$ cat config.mk
export PLATFORM = sky130hd
export DESIGN_NAME = cqs_sched
export DESIGN_NICKNAME = d
export VERILOG_FILES = /design/src/cqs_pkg.sv /design/src/cqs_sched.sv
export VERILOG_INCLUDE_DIRS = /design/src
export SDC_FILE = /design/constraint.sdc
export NUM_CORES = 1
export LEC_CHECK = 0
export BUFFER_PORTS_ARGS = -buffer_cell sky130_fd_sc_hd__buf_2
export CELL_PAD_IN_SITES_DETAIL_PLACEMENT = 0
export CELL_PAD_IN_SITES_GLOBAL_PLACEMENT = 1
export CORE_UTILIZATION = 35
export CTS_CLUSTER_DIAMETER = 100
export CTS_CLUSTER_SIZE = 12
export DETAILED_ROUTE_END_ITERATION = 6
export PLACE_DENSITY_LB_ADDON = 0.1
export SLEW_MARGIN = 15
export SYNTH_ARGS = -nofsm -noshare
export SYNTH_HDL_FRONTEND = slang
export SYNTH_SLANG_ARGS = --single-unit
$ cat constraint.sdc
create_clock -name clk_sys -period 12.7 [get_ports clk_sys]
set_clock_uncertainty 0.15 [all_clocks]
set_input_delay 0.635 -clock clk_sys [delete_from_list [all_inputs] [get_ports clk_sys]]
set_output_delay 0.635 -clock clk_sys [all_outputs]
set_load 0.02 [all_outputs]
$ cat src/cqs_regs.svh
// Purpose: Named constants of the class-of-service queue scheduler.
// Assumes: Queue codes 2'h0..2'h3 stand for forwarding queues 1..4.
// Notes: Definitions only.
`ifndef CQS_REGS_SVH
`define CQS_REGS_SVH
`define CQS_Q_LOW       2'h0
`define CQS_Q_TOP       2'h3
`define CQS_PROT_COS    3'h5
`define CQS_COS_RST     3'h0
`define CQS_DEF_MAP     16'hfa50
`define CQS_WT_Q1       4'h1
`define CQS_WT_Q2       4'h2
`define CQS_WT_Q3       4'ha
`define CQS_FIFO_DEPTH  8
`endif

$ cat src/cqs_pkg.sv
// Purpose: Types shared by the class-of-service queue scheduler.
// Assumes: Packet payload is one word per packet descriptor.
// Notes: Map entry k sits in bits [2k+1:2k].
package cqs_pkg;
  localparam int CQS_DATA_W = 32;
  typedef logic [7:0][1:0] cqs_map_t;
  typedef struct packed {
    logic                  tagged_v;
    logic [2:0]            pcp;
    logic [CQS_DATA_W-1:0] data;
  } cqs_pkt_s;
  typedef struct packed {
    logic [2:0] cos;
    logic [1:0] queue;
  } cqs_map_wr_s;
  typedef struct packed {
    logic [1:0]            queue;
    logic [CQS_DATA_W-1:0] data;
  } cqs_out_s;
  typedef enum logic [1:0] {
    CQS_RR_Q1 = 2'b00,
    CQS_RR_Q2 = 2'b01,
    CQS_RR_Q3 = 2'b11
  } cqs_rr_e;
endpackage

$ cat src/cqs_sched.sv
// What this block does
// - Class of service is 0..7, 7 highest.
// - Four queues, 1 lowest, 4 highest.
// - Queue 4 always served first when occupied.
// - Queues 1-3 share by weights 1,2,10.
// - Classes 0-5 never mapped to queue 4.
// - Packets enqueue where the table maps class.
// - Restore reloads factory default table.
// - Staged entry takes effect after commit.
// - Untagged packets use default class, reset 0.
// - Global enable off disables class queueing.
// Purpose: Map packets to four egress queues and schedule them out.
// Assumes: One clock, clk_sys at 25 MHz; all inputs synchronous.
// Notes: Queue codes 0..3 stand for queues 1..4.
`timescale 1ns/1ps
`default_nettype none
`include "cqs_regs.svh"

module cqs_fifo #(
  parameter int W = 32,
  parameter int D = `CQS_FIFO_DEPTH
) (
  input  wire logic         clk_sys,
  input  wire logic         rst_n,
  input  wire logic         ce,
  input  wire logic         wr_valid,
  input  wire logic [W-1:0] wr_data,
  output logic              wr_ready,
  output logic              rd_valid,
  output logic [W-1:0]      rd_data,
  input  wire logic         rd_ready
);
  localparam int AW = $clog2(D);
  if (D < 2 || (1 << AW) != D) begin : g_bad_depth
    $error("cqs_fifo depth must be a power of two, at least 2");
  end
  logic [W-1:0]  mem_reg [D];
  logic [AW-1:0] wp_reg, wp_next, rp_reg, rp_next;
  logic [AW:0]   cnt_reg, cnt_next;
  logic          wr, rd;

  assign wr_ready = (cnt_reg != (AW+1)'(D));
  assign rd_valid = (cnt_reg != '0);
  assign rd_data  = mem_reg[rp_reg];

  always_comb begin
    wr       = ce & wr_valid & wr_ready;
    rd       = ce & rd_valid & rd_ready;
    wp_next  = wr ? wp_reg + 1'b1 : wp_reg;
    rp_next  = rd ? rp_reg + 1'b1 : rp_reg;
    cnt_next = cnt_reg + (AW+1)'(wr) - (AW+1)'(rd);
  end

  always_ff @(posedge clk_sys or negedge rst_n) begin
    if (!rst_n) begin
      wp_reg  <= '0;
      rp_reg  <= '0;
      cnt_reg <= '0;
    end else begin
      wp_reg  <= wp_next;
      rp_reg  <= rp_next;
      cnt_reg <= cnt_next;
    end
  end

  always_ff @(posedge clk_sys) begin
    if (wr) begin
      mem_reg[wp_reg] <= wr_data;
    end
  end
endmodule // cqs_fifo

module cqs_sched #(
  parameter int DEPTH = `CQS_FIFO_DEPTH
) (
  input  wire logic                 clk_sys,
  input  wire logic                 rst_n,
  input  wire logic                 ce,
  input  wire logic                 in_valid,
  input  wire cqs_pkg::cqs_pkt_s    in_pkt,
  output var logic                  in_ready,
  input  wire logic                 qos_en,
  input  wire logic                 dflt_cos_wr,
  input  wire logic [2:0]           dflt_cos,
  input  wire logic                 map_wr,
  input  wire cqs_pkg::cqs_map_wr_s map_cfg,
  input  wire logic                 map_commit,
  input  wire logic                 map_restore,
  output var logic                  map_rej,
  output var logic                  out_valid,
  output var cqs_pkg::cqs_out_s     out_pkt,
  input  wire logic                 out_ready
);
  import cqs_pkg::*;
  if (DEPTH < 2) begin : g_bad_param
    $error("cqs_sched needs DEPTH of at least 2");
  end

  cqs_map_t  act_reg, act_next, shd_reg, shd_next;
  logic [2:0] dcos_reg, dcos_next;
  logic       rej_reg, rej_next;
  logic       bad_wr;

  // Table upkeep: restore beats commit and a staged write; commit takes a same-cycle write.
  always_comb begin
    act_next  = act_reg;
    shd_next  = shd_reg;
    dcos_next = dcos_reg;
    rej_next  = 1'b0;
    bad_wr    = (map_cfg.cos <= `CQS_PROT_COS) && (map_cfg.queue == `CQS_Q_TOP);
    if (ce) begin
      if (dflt_cos_wr) begin
        dcos_next = dflt_cos;
      end
      if (map_wr) begin
        rej_next = bad_wr;
        if (!bad_wr) begin
          shd_next[map_cfg.cos] = map_cfg.queue;
        end
      end
      if (map_restore) begin
        act_next = `CQS_DEF_MAP;
        shd_next = `CQS_DEF_MAP;
      end else if (map_commit) begin
        act_next = shd_next;
      end
    end
  end

  always_ff @(posedge clk_sys or negedge rst_n) begin
    if (!rst_n) begin
      act_reg  <= `CQS_DEF_MAP;
      shd_reg  <= `CQS_DEF_MAP;
      dcos_reg <= `CQS_COS_RST;
      rej_reg  <= 1'b0;
    end else begin
      act_reg  <= act_next;
      shd_reg  <= shd_next;
      dcos_reg <= dcos_next;
      rej_reg  <= rej_next;
    end
  end
  assign map_rej = rej_reg;

  // Classify into a one-entry stage, then push into the chosen queue.
  cqs_out_s   stg_reg, stg_next;
  logic       stg_vld_reg, stg_vld_next, rdy_reg, rdy_next, accept, drain;
  logic [2:0] cls;
  logic [3:0] f_wr_rdy, q_vld, pop;
  logic [CQS_DATA_W-1:0] q_data [4];

  always_comb begin
    cls          = in_pkt.tagged_v ? in_pkt.pcp : dcos_reg;
    accept       = ce & in_valid & rdy_reg;
    drain        = ce & stg_vld_reg & f_wr_rdy[stg_reg.queue];
    stg_next     = stg_reg;
    stg_vld_next = stg_vld_reg;
    if (accept) begin
      stg_next.queue = qos_en ? act_reg[cls] : `CQS_Q_LOW;
      stg_next.data  = in_pkt.data;
      stg_vld_next   = 1'b1;
    end else if (drain) begin
      stg_vld_next = 1'b0;
    end
    rdy_next = ~stg_vld_next;
  end

  always_ff @(posedge clk_sys or negedge rst_n) begin
    if (!rst_n) begin
      stg_reg     <= '0;
      stg_vld_reg <= 1'b0;
      rdy_reg     <= 1'b0;
    end else begin
      stg_reg     <= stg_next;
      stg_vld_reg <= stg_vld_next;
      rdy_reg     <= rdy_next;
    end
  end
  assign in_ready = rdy_reg;

  for (genvar q = 0; q < 4; q++) begin : g_queue
    cqs_fifo #(.W(CQS_DATA_W), .D(DEPTH)) u_fifo (
      .clk_sys  (clk_sys),
      .rst_n    (rst_n),
      .ce       (ce),
      .wr_valid (stg_vld_reg && (stg_reg.queue == 2'(q))),
      .wr_data  (stg_reg.data),
      .wr_ready (f_wr_rdy[q]),
      .rd_valid (q_vld[q]),
      .rd_data  (q_data[q]),
      .rd_ready (pop[q])
    );
  end

  function automatic logic [1:0] rr_idx(cqs_rr_e r);
    unique case (r)
      CQS_RR_Q1: rr_idx = 2'h0;
      CQS_RR_Q2: rr_idx = 2'h1;
      CQS_RR_Q3: rr_idx = 2'h2;
      default:   rr_idx = 2'h0;
    endcase
  endfunction
  function automatic cqs_rr_e rr_of(logic [1:0] i);
    rr_of = (i == 2'h0) ? CQS_RR_Q1 : (i == 2'h1) ? CQS_RR_Q2 : CQS_RR_Q3;
  endfunction
  function automatic logic [3:0] wt_of(logic [1:0] i);
    wt_of = (i == 2'h0) ? `CQS_WT_Q1 : (i == 2'h1) ? `CQS_WT_Q2 : `CQS_WT_Q3;
  endfunction

  // Scheduler: strict top queue, packet-counted round robin below it.
  cqs_rr_e    rr_reg, rr_next;
  logic [3:0] wcnt_reg, wcnt_next, served;
  logic [1:0] cur, cand, pick_q;
  logic       pick_vld, load, out_vld_reg, out_vld_next;
  cqs_out_s   out_reg, out_next;

  always_comb begin
    cur       = rr_idx(rr_reg);
    load      = ce & (~out_vld_reg | out_ready);
    pick_vld  = 1'b0;
    pick_q    = `CQS_Q_TOP;
    cand      = cur;
    served    = '0;
    rr_next   = rr_reg;
    wcnt_next = wcnt_reg;
    if (q_vld[3]) begin
      pick_vld = 1'b1;
    end else begin
      for (int k = 2; k >= 0; k--) begin
        if (q_vld[2'((int'(cur) + k) % 3)]) begin
          cand = 2'((int'(cur) + k) % 3);
        end
      end
      pick_vld = q_vld[cand];
      pick_q   = cand;
      if (load && pick_vld) begin
        served = ((cand == cur) ? wcnt_reg : 4'h0) + 4'h1;
        if (served >= wt_of(cand)) begin
          rr_next   = rr_of((cand == 2'h2) ? 2'h0 : cand + 2'h1);
          wcnt_next = '0;
        end else begin
          rr_next   = rr_of(cand);
          wcnt_next = served;
        end
      end
    end
    for (int q = 0; q < 4; q++) begin
      pop[q] = load & pick_vld & (pick_q == 2'(q));
    end
    out_vld_next = load ? pick_vld : out_vld_reg;
    out_next     = out_reg;
    if (load && pick_vld) begin
      out_next.queue = pick_q;
      out_next.data  = q_data[pick_q];
    end
  end

  always_ff @(posedge clk_sys or negedge rst_n) begin
    if (!rst_n) begin
      rr_reg      <= CQS_RR_Q1;
      wcnt_reg    <= '0;
      out_vld_reg <= 1'b0;
      out_reg     <= '0;
    end else begin
      rr_reg      <= rr_next;
      wcnt_reg    <= wcnt_next;
      out_vld_reg <= out_vld_next;
      out_reg     <= out_next;
    end
  end
  assign out_valid = out_vld_reg;
  assign out_pkt   = out_reg;

  logic low_top;
  always_comb begin
    low_top = 1'b0;
    for (int c = 0; c <= 5; c++) begin
      low_top = low_top | (act_reg[c] == `CQS_Q_TOP);
    end
  end
endmodule // cqs_sched
`default_nettype wire

# --- Yosys cells after proc, flatten, opt, wreduce, memory -nomap -nowiden ---
# Memory sizes are Yosys's and may differ from the RTL's.
# Cells that the tools add are included.
word_totals:
  regBits: 153
  ram_bits: 1024
  output_inout_bits: 37
  wordCells: 202
  n_memories: 4
op_classes:
  n_addsub: 20
  n_div: 3
  n_lt_le_gt_ge: 11
  eq_ne: 17
  mux: 57
  bitwise: 31
  n_reduce_logical: 20
memory_table:
  columns: ["name", "words", "word_bits", "rd", "rd_ports_with_merged_regs", "wr", "line_no", "source"]
  rows:
  - ["g_queue[0].u_fifo.mem_reg", 8, 32, 1, 0, 1, "cqs_sched.sv:37", "logic [W-1:0] mem_reg [D];"]
  - ["g_queue[1].u_fifo.mem_reg", 8, 32, 1, 0, 1, "cqs_sched.sv:37", null]
  - ["g_queue[2].u_fifo.mem_reg", 8, 32, 1, 0, 1, "cqs_sched.sv:37", null]
  - ["g_queue[3].u_fifo.mem_reg", 8, 32, 1, 0, 1, "cqs_sched.sv:37", null]
ops:
  columns: ["operator", "count"]
  rows:
  - ["$mux W16", 5]
  - ["$bmux W32 S2", 1]
  - ["$mod A32 B3 Y32 const B", 2]
  - ["$mux W32", 2]
  - ["$mod A3 B3 Y32 const B", 1]
  - ["$mux W2", 14]
  - ["$and A1 B1 Y1", 26]
  - ["$add A3 B1 Y3 const B", 8]
  - ["$mux W1", 21]
  - ["$add A4 B1 Y4", 4]
  - ["$bwmux W16", 1]
  - ["$mux W4", 4]
  - ["$ne A4 B4 Y1 const B", 4]
  - ["$reduce_bool A4 Y1", 4]
  - ["$sub A4 B1 Y4", 4]
  - ["$eq A2 B2 Y1 const B", 7]
  - ["$lt A2 B4 Y1 const B", 3]
  - ["$bmux W1 S2", 5]
  - ["$eq A2 B1 Y1 const B", 5]
  - ["$logic_and A1 B1 Y1", 8]
  - ["$logic_not A2 Y1", 4]
  - ["$lt A3 B4 Y1 const B", 2]
  - ["$bmux W2 S3", 1]
  - ["$demux W2 S3", 1]
  - ["17 further kinds", 22]

# --- Longest topological paths before layout ---
depth:
  depth_word: 18
  mapped_depth: 15

# --- By module ---
# Synthesis repeated with hierarchy kept, for this count alone.
hier_totals:
  cells_unflattened: 2347
  hier_area_um2: 47430.5
by_module_without_submodules:
  columns: ["module", "n_inst", "cells_per_inst", "area_per_inst_um2"]
  rows:
  - ["cqs_fifo", 4, 427, 10317.4]
  - ["cqs_sched", 1, 639, 6160.9]

# --- Worst setup path before layout ---
# OpenSTA, ideal clock, no wires.
synth_timing:
  path_kind: "in2reg"
  startpoint: "input port ce"
  endpoint: "memory g_queue[1].u_fifo.mem_reg[0][0] (enable)"
  setup_time_ps: 501
  arrival_ps: 4259
  required_time_ps: 12049
  setup_slack_ps: 7790
  cell_stages: 4
  path_buffers: 1
  path_cell_list: "nand2_1 > or3_1 > clkbuf_1 > nor4_1"
synth_between:
  elab_chain_len: 4
synth_lines:
  columns: ["element", "line_no", "source"]
  rows:
  - ["start: declaration", "cqs_sched.sv:78", "input wire logic ce,"]
  - ["$and A1 B1 Y1 (2 in a row)", "cqs_sched.sv:47", "wr = ce & wr_valid & wr_ready;"]
  - ["$mux W1", "cqs_sched.sv:67", "if (wr) begin"]
  - ["$mux W1 (not written as such)", "cqs_sched.sv:68", "mem_reg[wp_reg] <= wr_data;"]
  - ["end: declaration", "cqs_sched.sv:37", null]
# No other way between the ends.

# --- Final worst setup path ---
layout_timing:
  startpoint: "register g_queue[0].u_fifo.cnt_reg[2]"
  endpoint: "register rr_reg[0]"
layout_between:
  elab_chain_len: 13
  word_cells_on_any_way: 33
  cone_classes: "add/sub (2); order compare (1); eq/ne (3); mux (22); reduce/logical (5)"
layout_lines:
  columns: ["element", "line_no", "source"]
  rows:
  - ["start: declaration", "cqs_sched.sv:39", "logic [AW:0] cnt_reg, cnt_next;"]
  - ["start signal: assignment", "cqs_sched.sv:62", "cnt_reg <= cnt_next;"]
  - ["$reduce_bool A4 Y1 (*)", "cqs_sched.sv:43", "assign rd_valid = (cnt_reg != '0);"]
  - ["$bmux W1 S2", "cqs_sched.sv:230", "if (q_vld[2'((int'(cur) + k) % 3)]) begin"]
  - ["$mux W1 (not written as such) (2 in a row)", "cqs_sched.sv:230", null]
  - ["$mux W2 (3 in a row)", "cqs_sched.sv:230", null]
  - ["$mux W2", "cqs_sched.sv:226", "if (q_vld[3]) begin"]
  - ["$eq A2 B2 Y1, or another cell as far along", "cqs_sched.sv:237", "served = ((cand == cur) ? wcnt_reg : 4'h0) + 4'h1;"]
  - ["$mux W4, or another cell as far along", "cqs_sched.sv:237", null]
  - ["$add A4 B1 Y4, or another cell as far along", "cqs_sched.sv:237", null]
  - ["$ge A4 B4 Y1 / $mux W2 (equally long branches)", "cqs_sched.sv:238, cqs_sched.sv:204", null]
  - ["$mux W2", "cqs_sched.sv:238", "if (served >= wt_of(cand)) begin"]
  - ["end signal: assignment", "cqs_sched.sv:265", "rr_reg <= rr_next;"]
  - ["end: declaration", "cqs_sched.sv:211", "cqs_rr_e rr_reg, rr_next;"]
# Mark *: on every way between the ends. The rest lies on a longest branch, timed or not. The select of a mux whose other input is x is not followed.
# A chain may end at the register's enable or synchronous reset.

==> results_dict.tcl <==
set metrics [dict create \
    status "finished, final reports clean" \
    netlist.area_leader.share 0.661 \
    synth_edf_count 1024 \
    p_int_uw 7270 \
    cts_buffers 109 \
    grt-ovfl-total 0 \
    drive_gt1_frac 0.260 \
    reg2regPathDepth 14 \
    slowest_delay_ns 0.62 \
    area_growth_pct 13.8 \
    grt_usage 0.182 \
    root_buffer "clkbuf_16" \
    ys_seq_area_frac 0.744 \
    largest_reg_flops 1024 \
    drtPass1Iterations 5 \
    r2r_setup_slack_ns 8.29 \
    drcViolationCount 0 \
    floorplan.initialDensity 0.353 \
    clock_power_share 0.295 \
    critPathKind "flop to flop" \
    dpl.hpwl_um 67700 \
    ys_async_sr_fraction 0.130 \
    fillCellCount 11700 \
    power.switching_uw 3050 \
    combPwrFrac 0.180 \
    final.min_clock_period_ns 4.41 \
    rows 133 \
    powerDensity_nw_per_um2 195 \
    wl_met2_um 60700 \
    p_seq_frac 0.525 \
    peakVddDrop_v 0.000129 \
    wl_per_cell_um 27.8 \
    syn_area_um2 46500 \
    post_cts.repair.setup_buffers 0 \
    grt_pass1_vias 24500 \
    switching_share 0.296 \
    drt-total-wl_um 120000 \
    critPathArrivalTime_ns 4.85 \
    fin_crit_sh 0.347 \
    die_area_um2 134000 \
    grt_max_degree 59 \
    cp.depth 14 \
    cts_tree "yes" \
    synthCells 2304 \
    cts_buffer_depth 3 \
    critPathBufInv 3 \
    die_w_um 366 \
    cp-endpoint "rr_reg[0]" \
    hold_class "primary input to flop" \
    portBuffers 90 \
    rsz0062_at_grt "false" \
    clock_sinks 1177 \
    ys_ff_latch 1177 \
    nets 2573 \
    wl_met3_um 3760 \
    yosysMostFrequentCell "edfxtp_1" \
    clock.fmax_mhz 227 \
    setup_viol 0 \
    grt_pass1_wl_um 177000 \
    syn-mean-instance-area_um2 20.2 \
    synth.area.top_cells "edfxtp_1 (66%), mux4_2 (13%), dfrtp_1 (7.4%)" \
    crit_required_ns 13.14 \
    final_max_slew_viol_count 0 \
    p_leak_uw 0.0168 \
    relSlewSlack 0.244 \
    ios 91 \
    synth_ff_type "edfxtp_1" \
    cts_max_level 3 \
    hold_viol 0 \
    vias_per_cell 5.24 \
    core_area_um2 132000 \
    wl_met1_um 54000 \
    synth_top_area_cell "edfxtp_1" \
    insertion_delay_ns 0.72 \
    endpoint_kind "flop" \
    worst_pin_slew_ns 1.13 \
    worstReg2RegEnd "rr_reg[0]" \
    setup_tns_ns 0 \
    crit_slowest_cell "buf_4" \
    top_layer "met4" \
    syn_nets 2397 \
    critPathTopFamily "buffers and inverters" \
    crit_start "g_queue[0].u_fifo.cnt_reg[2]" \
    die_h_um 366 \
    synthTopCellsByCount "edfxtp_1 (1,024), mux4_2 (260), mux2i_1 (140)" \
    cp-start-kind "flop" \
    path_clk_slew_ns 0.07 \
    antenna_left 0 \
    finalWeightedCongestion 0.731 \
    fin_util 0.402 \
    yosysUniqueCellTypes 57 \
    drt_iter0_markers 1541 \
    worst-path-max-fanout 40 \
    vias 22700 \
    drv_cap 0 \
    rr_startpoint "g_queue[0].u_fifo.cnt_reg[2]" \
    crit_chain "inv_1 > ha_1 > nor3b_1 > a21oi_1 > o21ai_4 > buf_4 > buf_4 > nor2_1 > ha_1 > a21oi_1 > nand3_1 > mux2i_1 > nor2_4 > a221o_1" \
    yosys_warnings 0 \
    antenna_found_initial 1 \
]
layout by cell type, fill, tap and decap left out, types with 16 or more instances in the layout:
cell type,count
a2111oi_0,24
a211oi_1,35
a21oi_1,83
buf_2,89
buf_4,61
clkbuf_1,87
clkbuf_16,110
dfrtp_1,117
dfstp_2,16
dlygate4sd3_1,38
edfxtp_1,1024
ha_1,35
inv_1,37
mux2_2,49
mux2i_1,140
mux4_2,260
nand2_1,60
nor2_1,68
nor2b_1,38
o21ai_0,17
routing by layer:
| metal | global-route usage | up-vias |
|---|---|---|
| li1 | - | 9726 |
| met1 | 0.249 | 12400 |
| met2 | 0.308 | 410 |
| met3 | 0.0215 | 113 |
| met4 | 0.0446 | 0 |
| met5 | 0 | - |
layout make-up:
cell class / count / area (um^2) / share of cell area
Timing Repair Buffer: 189 / 1300 / 0.0245
Sequential cell: 1177 / 34600 / 0.655
Clock buffer: 198 / 3090 / 0.0585
Clock inverter: 9 / 81.3 / 0.00154
Multi-Input combinational cell: 966 / 11400 / 0.216
Tap cell: 1755 / 2200 / 0.0415
Inverter: 37 / 139 / 0.00263
Antenna cell: 1 / 2.50 / 0.0000473
power groups by stage:
| stage | sequential [uW] | clock (uW) | combinational, uW |
|---|---|---|---|
| 2_1_floorplan | 5180 | 0 | 1360 |
| 3_3_place_gp | 5490 | 0 | 1870 |
| 3_5_place_dp | 5530 | 0 | 1890 |
| 4_1_cts | 5450 | 3150 | 1910 |
| 5_1_grt | 5510 | 3300 | 2020 |
| 6_report | 5420 | 3050 | 1850 |
how the worst min path moves through the flow:
stage                from     endpoint  slack, ns  depth (start not counted)
2_1_floorplan       rst_n   act_reg[0]       0.19                          0
3_3_place_gp   act_reg[2]   act_reg[2]       0.32                          2
3_5_place_dp   act_reg[8]   act_reg[8]       0.32                          2
4_1_cts        map_cfg[3]  act_reg[12]       0.05                          3
5_1_grt        map_cfg[3]  act_reg[12]       0.09                          3
6_report       map_cfg[3]  act_reg[12]       0.12                          3
what timing repair did:
item	CTS	global route
hold buffers	38	0
hold endpoints to repair	93	0
gates resized for setup	0	0
through the flow:
| stage | std cells | power [uW] | hold WS (ns) | area (um^2) | setup slack [ns] |
|---|---|---|---|---|---|
| floorplan | 2304 | 6550 | 0.189 | 46500 | 7.79 |
| global placement | 4086 | 7360 | 0.316 | 49300 | 8.12 |
| detailed placement | 4086 | 7420 | 0.316 | 49300 | 7.97 |
| CTS | 4331 | 10500 | 0.0479 | 52900 | 8.23 |
| global route | 4331 | 10800 | 0.0947 | 52900 | 7.94 |
| finish | 4332 | 10300 | 0.121 | 52900 | 8.29 |
worst register-to-register path, delay by kind of cell (launching register included):
| kind | cells | cell delay [ns] |
|---|---|---|
| adders and majority gates | 2 | 0.51 |
| AOI/OAI and AO/OA | 4 | 0.98 |
| muxes | 1 | 0.30 |
| DFF | 1 | 0.37 |
| buffers and inverters | 3 | 1.15 |
| and+or+nand+nor | 4 | 0.83 |
cells by family (layout without fill, tap and decap cells):
kind of cell	Yosys count	count (layout)	synth area share
fa+ha+maj	39	39	0.0111
simple gates	246	246	0.0259
mux	451	451	0.168
xor+xnor	26	26	0.00490
buf+inv	161	433	0.0152
other cells	0	1	0
flops	1177	1177	0.744
compound gates	204	204	0.0301
Power figures use the tool's default switching activity.
